## src/hw/eaiu_pkg.sv

```systemverilog
package eaiu_pkg;

   // Event numbering
   localparam int NUM_EVENTS = 34;
   localparam int EV_W = 6;
   localparam int RT_W = 7;
   localparam int NUM_PINS = 4;
   localparam int NUM_COUNTERS = 6;
   localparam logic [EV_W-1:0] EV_MAX = 6'h21;

   localparam int EV_PIN_BASE = 0;
   localparam int EV_PORT0_RX_CHAR = 8;
   localparam int EV_PORT0_TX_DONE = 9;
   localparam int EV_CYCLE_TIME_0 = 10;
   localparam int EV_CYCLE_TIME_1 = 11;
   localparam int EV_FC0_PRESET = 12;
   localparam int EV_FC1_PRESET = 13;
   localparam int EV_FC1_DIR = 14;
   localparam int EV_FC1_RESET = 15;
   localparam int EV_FC2_PRESET = 16;
   localparam int EV_FC2_DIR = 17;
   localparam int EV_FC2_RESET = 18;
   localparam int EV_PULSE_OUT_0 = 19;
   localparam int EV_PULSE_OUT_1 = 20;
   localparam int EV_MS_TIMER_A = 21;
   localparam int EV_MS_TIMER_B = 22;
   localparam int EV_PORT0_RX_MSG = 23;
   localparam int EV_PORT1_RX_MSG = 24;
   localparam int EV_PORT1_RX_CHAR = 25;
   localparam int EV_PORT1_TX_DONE = 26;
   localparam int EV_FC0_DIR = 27;
   localparam int EV_FC0_RESET = 28;
   localparam int EV_FC4_PRESET = 29;
   localparam int EV_FC4_DIR = 30;
   localparam int EV_FC4_RESET = 31;
   localparam int EV_FC3_PRESET = 32;
   localparam int EV_FC5_PRESET = 33;

   // Supported events per variant
   localparam logic [NUM_EVENTS-1:0] VARIANT_FULL = 34'h3_FFFF_FFFF;
   localparam logic [NUM_EVENTS-1:0] VARIANT_MID = 34'h3_F8FF_FFFF;
   localparam logic [NUM_EVENTS-1:0] VARIANT_SMALL = 34'h3_F8F8_1FFF;

   localparam int QUEUE_DEPTH = 16;

   // Error codes
   localparam logic [15:0] ERR_NONE = 16'h0000;
   localparam logic [15:0] ERR_IN_ROUTINE = 16'h0004;

   // Context widths
   localparam int STACK_W = 32;
   localparam int ACC_W = 32;
   localparam int NUM_ACC = 4;
   localparam int FLAG_W = 16;

   typedef enum logic [2:0] {
      CMD_BIND = 3'h0,
      CMD_UNBIND = 3'h1,
      CMD_GATE_OPEN = 3'h2,
      CMD_GATE_CLOSE = 3'h3,
      CMD_COUNTER_DEFINE = 3'h4,
      CMD_NOP = 3'h7
   } eaiu_cmd_t;

   typedef enum logic [1:0] {
      ST_MAIN = 2'b01,
      ST_ROUTINE = 2'b10
   } eaiu_state_t;

   typedef struct packed {
      logic port0_rx_char;
      logic port0_tx_done;
      logic port0_rx_msg;
      logic port1_rx_char;
      logic port1_tx_done;
      logic port1_rx_msg;
      logic cycle_time_0;
      logic cycle_time_1;
      logic ms_timer_a;
      logic ms_timer_b;
      logic [NUM_COUNTERS-1:0] count_equals_preset;
      logic [3:0] dir_changed;
      logic [3:0] ext_reset;
      logic [1:0] pulse_train_done;
   } eaiu_src_t;

   typedef struct packed {
      logic [STACK_W-1:0] logic_stack;
      logic [NUM_ACC-1:0][ACC_W-1:0] accum;
      logic [FLAG_W-1:0] status_flags;
   } eaiu_ctx_t;

   typedef struct packed {
      logic [EV_W-1:0] event_number;
      logic [RT_W-1:0] routine;
   } eaiu_entry_t;

endpackage

```

## src/hw/eaiu_queue.sv

```systemverilog
`timescale 1ns/1ps
module eaiu_queue #(
   parameter int WIDTH = 13,
   parameter int DEPTH = 16
) (
   // Clock and reset
   input wire logic clk,
   input wire logic reset_n,
   // Fill side
   input wire logic push_valid,
   output logic push_ready,
   input wire logic [WIDTH-1:0] push_data,
   // Drain side
   output logic pop_valid,
   input wire logic pop_ready,
   output logic [WIDTH-1:0] pop_data
);
   localparam int AW = $clog2(DEPTH);
   localparam logic [AW:0] FULL_COUNT = (AW+1)'(DEPTH);
   localparam logic [AW-1:0] LAST_SLOT = AW'(DEPTH - 1);

   logic [WIDTH-1:0] mem_q [DEPTH];
   logic [WIDTH-1:0] mem_d [DEPTH];
   logic [AW-1:0] wr_q, wr_d, rd_q, rd_d;
   logic [AW:0] cnt_q, cnt_d;
   logic do_push, do_pop;

   assign push_ready = (cnt_q != FULL_COUNT);
   assign pop_valid = (cnt_q != '0);
   assign pop_data = mem_q[rd_q];
   assign do_push = push_valid && push_ready;
   assign do_pop = pop_valid && pop_ready;

   always_comb begin
      mem_d = mem_q;
      wr_d = wr_q;
      rd_d = rd_q;
      cnt_d = cnt_q;
      if (do_push) begin
         mem_d[wr_q] = push_data;
         wr_d = (wr_q == LAST_SLOT) ? '0 : wr_q + 1'b1;
      end
      if (do_pop) begin
         rd_d = (rd_q == LAST_SLOT) ? '0 : rd_q + 1'b1;
      end
      if (do_push && !do_pop) begin
         cnt_d = cnt_q + 1'b1;
      end else if (do_pop && !do_push) begin
         cnt_d = cnt_q - 1'b1;
      end
   end

   always_ff @(posedge clk or negedge reset_n) begin
      if (!reset_n) begin
         for (int i = 0; i < DEPTH; i++) begin
            mem_q[i] <= '0;
         end
         wr_q <= '0;
         rd_q <= '0;
         cnt_q <= '0;
      end else begin
         mem_q <= mem_d;
         wr_q <= wr_d;
         rd_q <= rd_d;
         cnt_q <= cnt_d;
      end
   end
endmodule

```

## src/hw/eaiu_top.sv

```systemverilog
`timescale 1ns/1ps
// How it works
// Bind records routine and enables event
// Many events may share one routine
// Closed gate still queues enabled events
// Unbind clears binding, later occurrences ignored
// Edge, port 0 and port 1 events
// Cyclic timers 10,11; ms timers 21,22
// Counter preset events 12,13,16,32,29,33
// Direction and reset counter events mapped
// Pulse train done raises 19 and 20
// Last instruction or true return resumes main
// Routines avoid gate, define, end instructions
// Context saved on entry, restored on return
// Dispatch only at instruction boundaries
// No dispatch while gate is closed
// One subroutine level, shared context
// Gate closes on every run entry
// Gate or define inside routine: error 0004
// Running routine never pre-empted
// Full queue drops event, sets overflow; code holds one per event in staging, drops only a repeat still staged
// Unsupported or disabled events ignored
module eaiu_top #(
   parameter logic [eaiu_pkg::NUM_EVENTS-1:0] SUPPORTED = eaiu_pkg::VARIANT_FULL,
   parameter int QDEPTH = eaiu_pkg::QUEUE_DEPTH
) (
   // Clock and reset
   input wire logic SYS_CLK,
   input wire logic RESET_N,
   // Instruction command port
   input wire logic CMD_VALID,
   input wire eaiu_pkg::eaiu_cmd_t CMD_OP,
   input wire logic [eaiu_pkg::EV_W-1:0] CMD_EVENT,
   input wire logic [eaiu_pkg::RT_W-1:0] CMD_ROUTINE,
   output logic CMD_DONE,
   output logic CMD_ENO,
   output logic [15:0] CMD_ERROR,
   output logic COUNTER_DEFINE,
   // Sequencer control
   input wire logic RUN_ENTRY,
   input wire logic INSN_BOUNDARY,
   input wire logic ROUTINE_LAST_DONE,
   input wire logic COND_RETURN,
   input wire logic COND_TRUE,
   input wire logic SUB_CALL,
   input wire logic SUB_RETURN,
   input wire eaiu_pkg::eaiu_ctx_t CTX_LIVE,
   // Dispatch and return
   output logic DISPATCH,
   output logic [eaiu_pkg::RT_W-1:0] DISPATCH_ROUTINE,
   output logic [eaiu_pkg::EV_W-1:0] DISPATCH_EVENT,
   output logic IN_ROUTINE,
   output logic RETURN_STB,
   output eaiu_pkg::eaiu_ctx_t CTX_RESTORE,
   output logic NEST_ERR,
   // Status
   output logic GATE_OPEN,
   output logic QUEUE_OVERFLOW,
   // Event sources
   input wire logic [eaiu_pkg::NUM_PINS-1:0] EDGE_PINS,
   input wire eaiu_pkg::eaiu_src_t EVENT_SRC
);
   localparam int NE = eaiu_pkg::NUM_EVENTS;
   localparam int NP = eaiu_pkg::NUM_PINS;

   // Pin synchronisers
   logic [NP-1:0] pin_s1_q, pin_s2_q, pin_s3_q;
   logic [NP-1:0] pin_s1_d, pin_s2_d, pin_s3_d;

   always_comb begin
      pin_s1_d = EDGE_PINS;
      pin_s2_d = pin_s1_q;
      pin_s3_d = pin_s2_q;
   end

   always_ff @(posedge SYS_CLK or negedge RESET_N) begin
      if (!RESET_N) begin
         pin_s1_q <= '0;
         pin_s2_q <= '0;
         pin_s3_q <= '0;
      end else begin
         pin_s1_q <= pin_s1_d;
         pin_s2_q <= pin_s2_d;
         pin_s3_q <= pin_s3_d;
      end
   end

   // Raw event vector
   logic [NE-1:0] raw_ev;
   always_comb begin
      raw_ev = '0;
      for (int p = 0; p < NP; p++) begin
         raw_ev[eaiu_pkg::EV_PIN_BASE + 2*p] = pin_s2_q[p] && !pin_s3_q[p];
         raw_ev[eaiu_pkg::EV_PIN_BASE + 2*p + 1] = !pin_s2_q[p] && pin_s3_q[p];
      end
      raw_ev[eaiu_pkg::EV_PORT0_RX_CHAR] = EVENT_SRC.port0_rx_char;
      raw_ev[eaiu_pkg::EV_PORT0_TX_DONE] = EVENT_SRC.port0_tx_done;
      raw_ev[eaiu_pkg::EV_PORT0_RX_MSG] = EVENT_SRC.port0_rx_msg;
      raw_ev[eaiu_pkg::EV_PORT1_RX_MSG] = EVENT_SRC.port1_rx_msg;
      raw_ev[eaiu_pkg::EV_PORT1_RX_CHAR] = EVENT_SRC.port1_rx_char;
      raw_ev[eaiu_pkg::EV_PORT1_TX_DONE] = EVENT_SRC.port1_tx_done;
      raw_ev[eaiu_pkg::EV_CYCLE_TIME_0] = EVENT_SRC.cycle_time_0;
      raw_ev[eaiu_pkg::EV_CYCLE_TIME_1] = EVENT_SRC.cycle_time_1;
      raw_ev[eaiu_pkg::EV_MS_TIMER_A] = EVENT_SRC.ms_timer_a;
      raw_ev[eaiu_pkg::EV_MS_TIMER_B] = EVENT_SRC.ms_timer_b;
      raw_ev[eaiu_pkg::EV_FC0_PRESET] = EVENT_SRC.count_equals_preset[0];
      raw_ev[eaiu_pkg::EV_FC1_PRESET] = EVENT_SRC.count_equals_preset[1];
      raw_ev[eaiu_pkg::EV_FC2_PRESET] = EVENT_SRC.count_equals_preset[2];
      raw_ev[eaiu_pkg::EV_FC3_PRESET] = EVENT_SRC.count_equals_preset[3];
      raw_ev[eaiu_pkg::EV_FC4_PRESET] = EVENT_SRC.count_equals_preset[4];
      raw_ev[eaiu_pkg::EV_FC5_PRESET] = EVENT_SRC.count_equals_preset[5];
      raw_ev[eaiu_pkg::EV_FC0_DIR] = EVENT_SRC.dir_changed[0];
      raw_ev[eaiu_pkg::EV_FC1_DIR] = EVENT_SRC.dir_changed[1];
      raw_ev[eaiu_pkg::EV_FC2_DIR] = EVENT_SRC.dir_changed[2];
      raw_ev[eaiu_pkg::EV_FC4_DIR] = EVENT_SRC.dir_changed[3];
      raw_ev[eaiu_pkg::EV_FC0_RESET] = EVENT_SRC.ext_reset[0];
      raw_ev[eaiu_pkg::EV_FC1_RESET] = EVENT_SRC.ext_reset[1];
      raw_ev[eaiu_pkg::EV_FC2_RESET] = EVENT_SRC.ext_reset[2];
      raw_ev[eaiu_pkg::EV_FC4_RESET] = EVENT_SRC.ext_reset[3];
      raw_ev[eaiu_pkg::EV_PULSE_OUT_0] = EVENT_SRC.pulse_train_done[0];
      raw_ev[eaiu_pkg::EV_PULSE_OUT_1] = EVENT_SRC.pulse_train_done[1];
   end

   // Binding table and gate
   logic [eaiu_pkg::RT_W-1:0] bind_q [NE];
   logic [eaiu_pkg::RT_W-1:0] bind_d [NE];
   logic [NE-1:0] enable_q, enable_d;
   logic gate_q, gate_d;
   logic done_q, done_d, eno_q, eno_d, def_q, def_d;
   logic [15:0] err_q, err_d;
   logic ev_ok;
   logic in_routine;

   assign ev_ok = (CMD_EVENT <= eaiu_pkg::EV_MAX) && SUPPORTED[CMD_EVENT];

   always_comb begin
      bind_d = bind_q;
      enable_d = enable_q;
      gate_d = gate_q;
      done_d = CMD_VALID;
      eno_d = 1'b1;
      err_d = eaiu_pkg::ERR_NONE;
      def_d = 1'b0;
      if (CMD_VALID) begin
         case (CMD_OP)
            eaiu_pkg::CMD_BIND: begin
               if (ev_ok) begin
                  bind_d[CMD_EVENT] = CMD_ROUTINE;
                  enable_d[CMD_EVENT] = 1'b1;
               end else begin
                  eno_d = 1'b0;
               end
            end
            eaiu_pkg::CMD_UNBIND: begin
               if (ev_ok) begin
                  bind_d[CMD_EVENT] = '0;
                  enable_d[CMD_EVENT] = 1'b0;
               end else begin
                  eno_d = 1'b0;
               end
            end
            eaiu_pkg::CMD_GATE_OPEN, eaiu_pkg::CMD_GATE_CLOSE,
            eaiu_pkg::CMD_COUNTER_DEFINE: begin
               if (in_routine) begin
                  eno_d = 1'b0;
                  err_d = eaiu_pkg::ERR_IN_ROUTINE;
               end else if (CMD_OP == eaiu_pkg::CMD_GATE_OPEN) begin
                  gate_d = 1'b1;
               end else if (CMD_OP == eaiu_pkg::CMD_GATE_CLOSE) begin
                  gate_d = 1'b0;
               end else begin
                  def_d = 1'b1;
               end
            end
            default: ;
         endcase
      end
      if (RUN_ENTRY) begin
         gate_d = 1'b0;
      end
   end

   always_ff @(posedge SYS_CLK or negedge RESET_N) begin
      if (!RESET_N) begin
         for (int e = 0; e < NE; e++) begin
            bind_q[e] <= '0;
         end
         enable_q <= '0;
         gate_q <= 1'b0;
         done_q <= 1'b0;
         eno_q <= 1'b0;
         err_q <= eaiu_pkg::ERR_NONE;
         def_q <= 1'b0;
      end else begin
         bind_q <= bind_d;
         enable_q <= enable_d;
         gate_q <= gate_d;
         done_q <= done_d;
         eno_q <= eno_d;
         err_q <= err_d;
         def_q <= def_d;
      end
   end

   // Staging into the queue
   logic [NE-1:0] occ, stage_q, stage_d;
   logic ovf_q, ovf_d;
   logic push_valid, push_ready, pop_valid, pop_ready;
   eaiu_pkg::eaiu_entry_t push_entry, pop_entry;
   logic [eaiu_pkg::EV_W-1:0] pick;
   logic ret;

   // Gate not consulted: closed gate queues
   assign occ = raw_ev & enable_q & SUPPORTED;

   always_comb begin
      pick = '0;
      push_valid = 1'b0;
      for (int e = NE - 1; e >= 0; e--) begin
         if (stage_q[e]) begin
            pick = eaiu_pkg::EV_W'(e);
            push_valid = 1'b1;
         end
      end
      push_entry.event_number = pick;
      push_entry.routine = bind_q[pick];
      stage_d = stage_q;
      if (push_valid && push_ready) begin
         stage_d[pick] = 1'b0;
      end
      ovf_d = ovf_q;
      if (ret && !pop_valid) begin
         ovf_d = 1'b0;
      end
      for (int e = 0; e < NE; e++) begin
         if (occ[e]) begin
            if (stage_d[e]) begin
               ovf_d = 1'b1;
            end
            stage_d[e] = 1'b1;
         end
         if (!enable_d[e]) begin
            stage_d[e] = 1'b0;
         end
      end
   end

   always_ff @(posedge SYS_CLK or negedge RESET_N) begin
      if (!RESET_N) begin
         stage_q <= '0;
         ovf_q <= 1'b0;
      end else begin
         stage_q <= stage_d;
         ovf_q <= ovf_d;
      end
   end

   eaiu_queue #(
      .WIDTH($bits(eaiu_pkg::eaiu_entry_t)),
      .DEPTH(QDEPTH)
   ) u_queue (
      .clk(SYS_CLK),
      .reset_n(RESET_N),
      .push_valid(push_valid),
      .push_ready(push_ready),
      .push_data(push_entry),
      .pop_valid(pop_valid),
      .pop_ready(pop_ready),
      .pop_data(pop_entry)
   );

   // Dispatch sequencer
   eaiu_pkg::eaiu_state_t st_q, st_d;
   eaiu_pkg::eaiu_ctx_t ctx_q, ctx_d;
   logic disp_q, disp_d, ret_q, ret_d, nest_q, nest_d, sub_q, sub_d;
   logic [eaiu_pkg::RT_W-1:0] rt_q, rt_d;
   logic [eaiu_pkg::EV_W-1:0] dev_q, dev_d;

   assign in_routine = (st_q == eaiu_pkg::ST_ROUTINE);
   assign ret = in_routine && (ROUTINE_LAST_DONE || (COND_RETURN && COND_TRUE));
   assign pop_ready = (st_q == eaiu_pkg::ST_MAIN) && gate_q && INSN_BOUNDARY;

   always_comb begin
      st_d = st_q;
      ctx_d = ctx_q;
      rt_d = rt_q;
      dev_d = dev_q;
      sub_d = sub_q;
      disp_d = 1'b0;
      ret_d = 1'b0;
      nest_d = 1'b0;
      case (st_q)
         eaiu_pkg::ST_MAIN: begin
            if (pop_ready && pop_valid) begin
               ctx_d = CTX_LIVE;
               rt_d = pop_entry.routine;
               dev_d = pop_entry.event_number;
               disp_d = 1'b1;
               sub_d = 1'b0;
               st_d = eaiu_pkg::ST_ROUTINE;
            end
         end
         eaiu_pkg::ST_ROUTINE: begin
            // No pop here: no pre-emption
            if (ret) begin
               ret_d = 1'b1;
               sub_d = 1'b0;
               st_d = eaiu_pkg::ST_MAIN;
            end else if (SUB_CALL) begin
               nest_d = sub_q;
               sub_d = 1'b1;
            end else if (SUB_RETURN) begin
               sub_d = 1'b0;
            end
         end
         default: begin
            st_d = eaiu_pkg::ST_MAIN;
         end
      endcase
   end

   always_ff @(posedge SYS_CLK or negedge RESET_N) begin
      if (!RESET_N) begin
         st_q <= eaiu_pkg::ST_MAIN;
         ctx_q <= '0;
         rt_q <= '0;
         dev_q <= '0;
         sub_q <= 1'b0;
         disp_q <= 1'b0;
         ret_q <= 1'b0;
         nest_q <= 1'b0;
      end else begin
         st_q <= st_d;
         ctx_q <= ctx_d;
         rt_q <= rt_d;
         dev_q <= dev_d;
         sub_q <= sub_d;
         disp_q <= disp_d;
         ret_q <= ret_d;
         nest_q <= nest_d;
      end
   end

   assign CMD_DONE = done_q;
   assign CMD_ENO = eno_q;
   assign CMD_ERROR = err_q;
   assign COUNTER_DEFINE = def_q;
   assign DISPATCH = disp_q;
   assign DISPATCH_ROUTINE = rt_q;
   assign DISPATCH_EVENT = dev_q;
   assign IN_ROUTINE = in_routine;
   assign RETURN_STB = ret_q;
   assign CTX_RESTORE = ctx_q;
   assign NEST_ERR = nest_q;
   assign GATE_OPEN = gate_q;
   assign QUEUE_OVERFLOW = ovf_q;
endmodule

```

## config.mk

```make
export PLATFORM = sky130hd
export DESIGN_NAME = eaiu_top
export DESIGN_NICKNAME = d
export VERILOG_FILES = /design/src/hw/eaiu_pkg.sv /design/src/hw/eaiu_queue.sv /design/src/hw/eaiu_top.sv
export SDC_FILE = /design/constraint.sdc
export NUM_CORES = 1
export LEC_CHECK = 0
export BUFFER_PORTS_ARGS = -buffer_cell sky130_fd_sc_hd__buf_2
export CAP_MARGIN = 15
export CORE_AREA = 2 2 182 318
export DETAILED_ROUTE_END_ITERATION = 16
export DIE_AREA = 0 0 184 320
export HOLD_SLACK_MARGIN = 0.02
export PLACE_DENSITY = 0.92
export SLEW_MARGIN = 30
export SYNTH_ARGS = -nofsm -noshare
export SYNTH_HDL_FRONTEND = slang
export SYNTH_SLANG_ARGS = --single-unit
export TNS_END_PERCENT = 50
```

## constraint.sdc

```tcl
create_clock -name SYS_CLK -period 4.12 [get_ports SYS_CLK]
set_clock_uncertainty 0.1 [all_clocks]
set_input_delay 0.206 -clock SYS_CLK [delete_from_list [all_inputs] [get_ports SYS_CLK]]
set_output_delay 0.206 -clock SYS_CLK [all_outputs]
set_load 0.05 [all_outputs]
```

==> impl_metrics.csv <==
group,metric,value,unit
yosys,synthSimpleGateAreaFrac,0.181,
yosys,post_synth_num_cell_types,80,
yosys,netlist_area,32500,um^2
yosys,synthFlopType,"dfrtp_1",
yosys,synth_enable_flop_cells,0,
power_and_ir_drop,peakVddDrop,583,uV
drt,wl_per_cell,26.3,um
sta,setup_viol,0,
setup_path,path_cells,"nor4_1, buf_4, and3_1, nand2_1, o31ai_1, o2111ai_1, nor4_1, nand4_1, dlygate4sd3_1",
sta,hold_ws,15.5,ps
floorplanning,die_h,320,um
hold_path,whs_path_depth,4,
hold_path,hold_path.class,"input port to flip-flop",
setup_path,end_kind,"flip-flop",
clocking,clk_latency,650,ps
clocking,cts-root-buf,"clkbuf_16",
status,outcome,"finished, final reports clean",
yosys,synth_top_family_by_area,"simple AND/OR/NAND/NOR gates",
setup_path,timing.rr.end,"QUEUE_OVERFLOW$_DFF_PN0_",
final_layout,final_nets,4195,
sta,max_freq,248,MHz
floorplanning,placementRows,115,
drt,antenna_left,0,
setup_path,reg2reg_from,"stage_q[0]$_DFF_PN0_",
placement,finalWeightedCongestion,1.01,
power_and_ir_drop,leakagePower,19.1,nW
clocking,cts_buffers,66,
floorplanning,dieArea,58900,um^2
setup_path,endpoint,"QUEUE_OVERFLOW$_DFF_PN0_",
yosys,yosysWarnings,0,
yosys,synthAdderAreaFrac,0.00486,
sta,finalMaxSlewViolations,0,
placement,hpwl,80500,um
sta,tns,0,ps
setup_path,critPathKind,"flip-flop to flip-flop",
drt,wl,124000,um
sta,slew_headroom,0.229,
setup_path,worst_r2r_path_depth,9,
final_layout,final_layout_size_suffix_gt1_frac,0.190,
floorplanning,initial_core_util,0.579,
drt,drtIter0Drc,3690,
yosys,netlist_instances,3365,
floorplanning,die-width,184,um
final_layout,mostFrequentLayoutCells,"nand2_1 (1035), dfrtp_1 (736), o21ai_0 (445), buf_2 (429), dlygate4sd3_1 (222)",
setup_path,cp_common_cell,"nor4_1",
setup_path,slowest_delay,640,ps
final_layout,area_delta_synth_final,23.3,%
final_layout,final_common_cell,"nand2_1",
yosys,ys_seq_area_frac,0.570,
global_routing,grt_pass1_vias,30144,
drt,drt_pass1_iterations,6,
setup_path,path_max_fanout,10,
sta,hold_viol,0,
sta,min_period,4040,ps
flow_run,cap_violations,0,
yosys,avgSynthCellArea,9.65,um^2
setup_path,crit_required,4530,ps
global_routing,antenna_found_initial,11,
sta,rsz0062_at_grt,"false",
placement,dpl_cell_area,35500,um^2
floorplanning,io_pins,446,
drt,vias,30089,
floorplanning,core_area,56100,um^2
final_layout,design_area,40000,um^2
sta,tightest_slew,1160,ps
yosys,muxShareOfSynthArea,0.0599,
yosys,synth_seq_cells,740,
clocking,clockBufferDepth,3,
placement,place_inst,4360,
setup_path,crit_arrival,4450,ps
setup_path,worst-r2r-setup-slack,80,ps
sta,period_share,0.980,
yosys,async_flop_share,1.00,
setup_path,startpoint,"stage_q[0]$_DFF_PN0_",
global_routing,grt_usage,0.423,
drt,drcViolationCount,0,
global_routing,grt_max_degree,196,
clocking,cts.clk_slew.worst_paths,70,ps
power_and_ir_drop,p_per_area,629,nW/um^2
setup_path,cp-start-kind,"flip-flop",
drt,via_per_inst,6.39,
clocking,clock_sinks,740,
setup_path,cpMaxStageDelayCell,"and3_1",
global_routing,grt_pass1_wl,183000,um
clocking,h-tree-depth,3,
yosys,synth_compound_gate_area_share,0.148,
placement,io_buffers,430,
final_layout,final_cells,4707,
clocking,cts_tree,"done",
global_routing,overflow,0,
yosys,synthXorXnorAreaFrac,0.00216,
## synthesized netlist by cell type (4+ instances only)
cell       count  area share
buf_2         19      0.0029
nand2_1     1037        0.12
nor2_1       175       0.020
buf_1          8     0.00092
nand4_1       15      0.0029
and4_1        20      0.0054
and3_1        12      0.0023
o2111ai_1     11      0.0030
inv_1         14      0.0016
a21oi_1       64      0.0099
o21a_1         4     0.00092
a22oi_1        7      0.0016
nand3b_1       8      0.0018
o31ai_1       12      0.0028
mux2i_1       29      0.0089
or2_2          4     0.00077
o221ai_1       7      0.0019
a21o_1        19      0.0044
a222oi_1       7      0.0022
nor3b_1        5      0.0012
nor4_1        12      0.0023
a211oi_1       7      0.0016
dfrtp_1      739        0.57
nor2b_1        6      0.0012
and2_1         8      0.0015
mux4_2        65       0.045
ha_1          11      0.0042
buf_4         20      0.0046
xnor2_1        6      0.0016
clkbuf_1     199       0.023
a31oi_1      143       0.028
nor3_1        16      0.0025
o22a_1         7      0.0019
mux2_2        16      0.0055
nand4bb_1     12      0.0042
o31a_1         5      0.0013
o221a_2        4      0.0014
nand3_1       63      0.0097
a21boi_0      18      0.0042
nand2b_1       9      0.0017
o21ai_0      447       0.069
o211ai_1      13      0.0030
o22ai_1        8      0.0015
## kinds of logic (layout without fill, tap and decap cells)
logic type / after synthesis / after routing
AND/OR/NAND/NOR: 1414 / 1414
other: 1 / 21
adder cells (fa/ha/maj): 12 / 12
AO/OA/AOI/OAI: 816 / 816
buffers and inverters: 263 / 883
XOR/XNOR: 8 / 8
multiplexers: 111 / 111
flip-flops: 740 / 740
## worst max-delay path: cells and delay by family (launching register included)
| family | cells | cell delay (ps) |
|---|---|---|
| DFF | 1 | 490 |
| and+or+nand+nor | 5 | 1940 |
| buffers and inverters | 2 | 760 |
| AOI/OAI and AO/OA | 2 | 590 |
## what timing repair did
item,CTS,global route
hold endpoints to repair,309,0
hold buffers,222,0
endpoints found under the setup margin,0,85
buffers inserted,0,3
resized for setup,0,9
## cell type report
cell class                      instances  area, um^2
Sequential cell                       740       18500
Fill cell                            3642       16100
Multi-Input combinational cell       2376       13000
Timing Repair Buffer                  752        5310
Clock buffer                           86        1870
Tap cell                              702         878
Clock inverter                         30         383
Inverter                               15        61.3
Antenna cell                            6        15.0
## metal layers
layer / wire length [um] / track usage / up-vias
li1: - / - / 12767
met1: 39100 / 0.449 / 14450
met2: 56400 / 0.660 / 2180
met3: 15200 / 0.168 / 680
met4: 12900 / 0.351 / 12
met5: 118 / 0.00681 / -
## how the worst min path moves through the flow
stage | from | end
floorplan | RESET_N | CMD_DONE$_DFF_PN0_
global placement | EDGE_PINS[3] | pin_s1_q[3]$_DFF_PN0_
detailed placement | EDGE_PINS[1] | pin_s1_q[1]$_DFF_PN0_
CTS | CMD_EVENT[3] | enable_q[4]$_DFF_PN0_
global route | CMD_EVENT[3] | enable_q[4]$_DFF_PN0_
finish | CMD_EVENT[3] | enable_q[4]$_DFF_PN0_
## sequential cells by signal, summed over array words and instances, names as in the netlist, 5 cells and up
register and cells:
u_queue.cnt_q 5, u_queue.mem_q 208, DISPATCH_EVENT 6, stage_q 34, DISPATCH_ROUTINE 7, bind_q 238
enable_q 34, CTX_RESTORE 176
## through the flow
| step | setup slack (ps) | utilization | power (W) |
|---|---|---|---|
| after floorplan | 472 | - | 0.0152 |
| after global placement | 84.3 | 0.632 | 0.0177 |
| after detailed placement | 104 | 0.632 | 0.0180 |
| after CTS | 37.8 | 0.712 | 0.0247 |
| after global routing | 8.20 | 0.713 | 0.0260 |
| final | 84.3 | 0.713 | 0.0252 |
## where the power goes
| group | switching [W] | leakage (nW) | total (W) | internal (W) |
|---|---|---|---|---|
| clock | 0.00293 | 1.10 | 0.00660 | 0.00367 |
| sequential | 0.00118 | 9.93 | 0.00997 | 0.00879 |
| combinational | 0.00620 | 8.07 | 0.00863 | 0.00243 |
| total | 0.0103 | 19.1 | 0.0252 | 0.0149 |
Note: power is estimated with default switching activity, not from simulation.
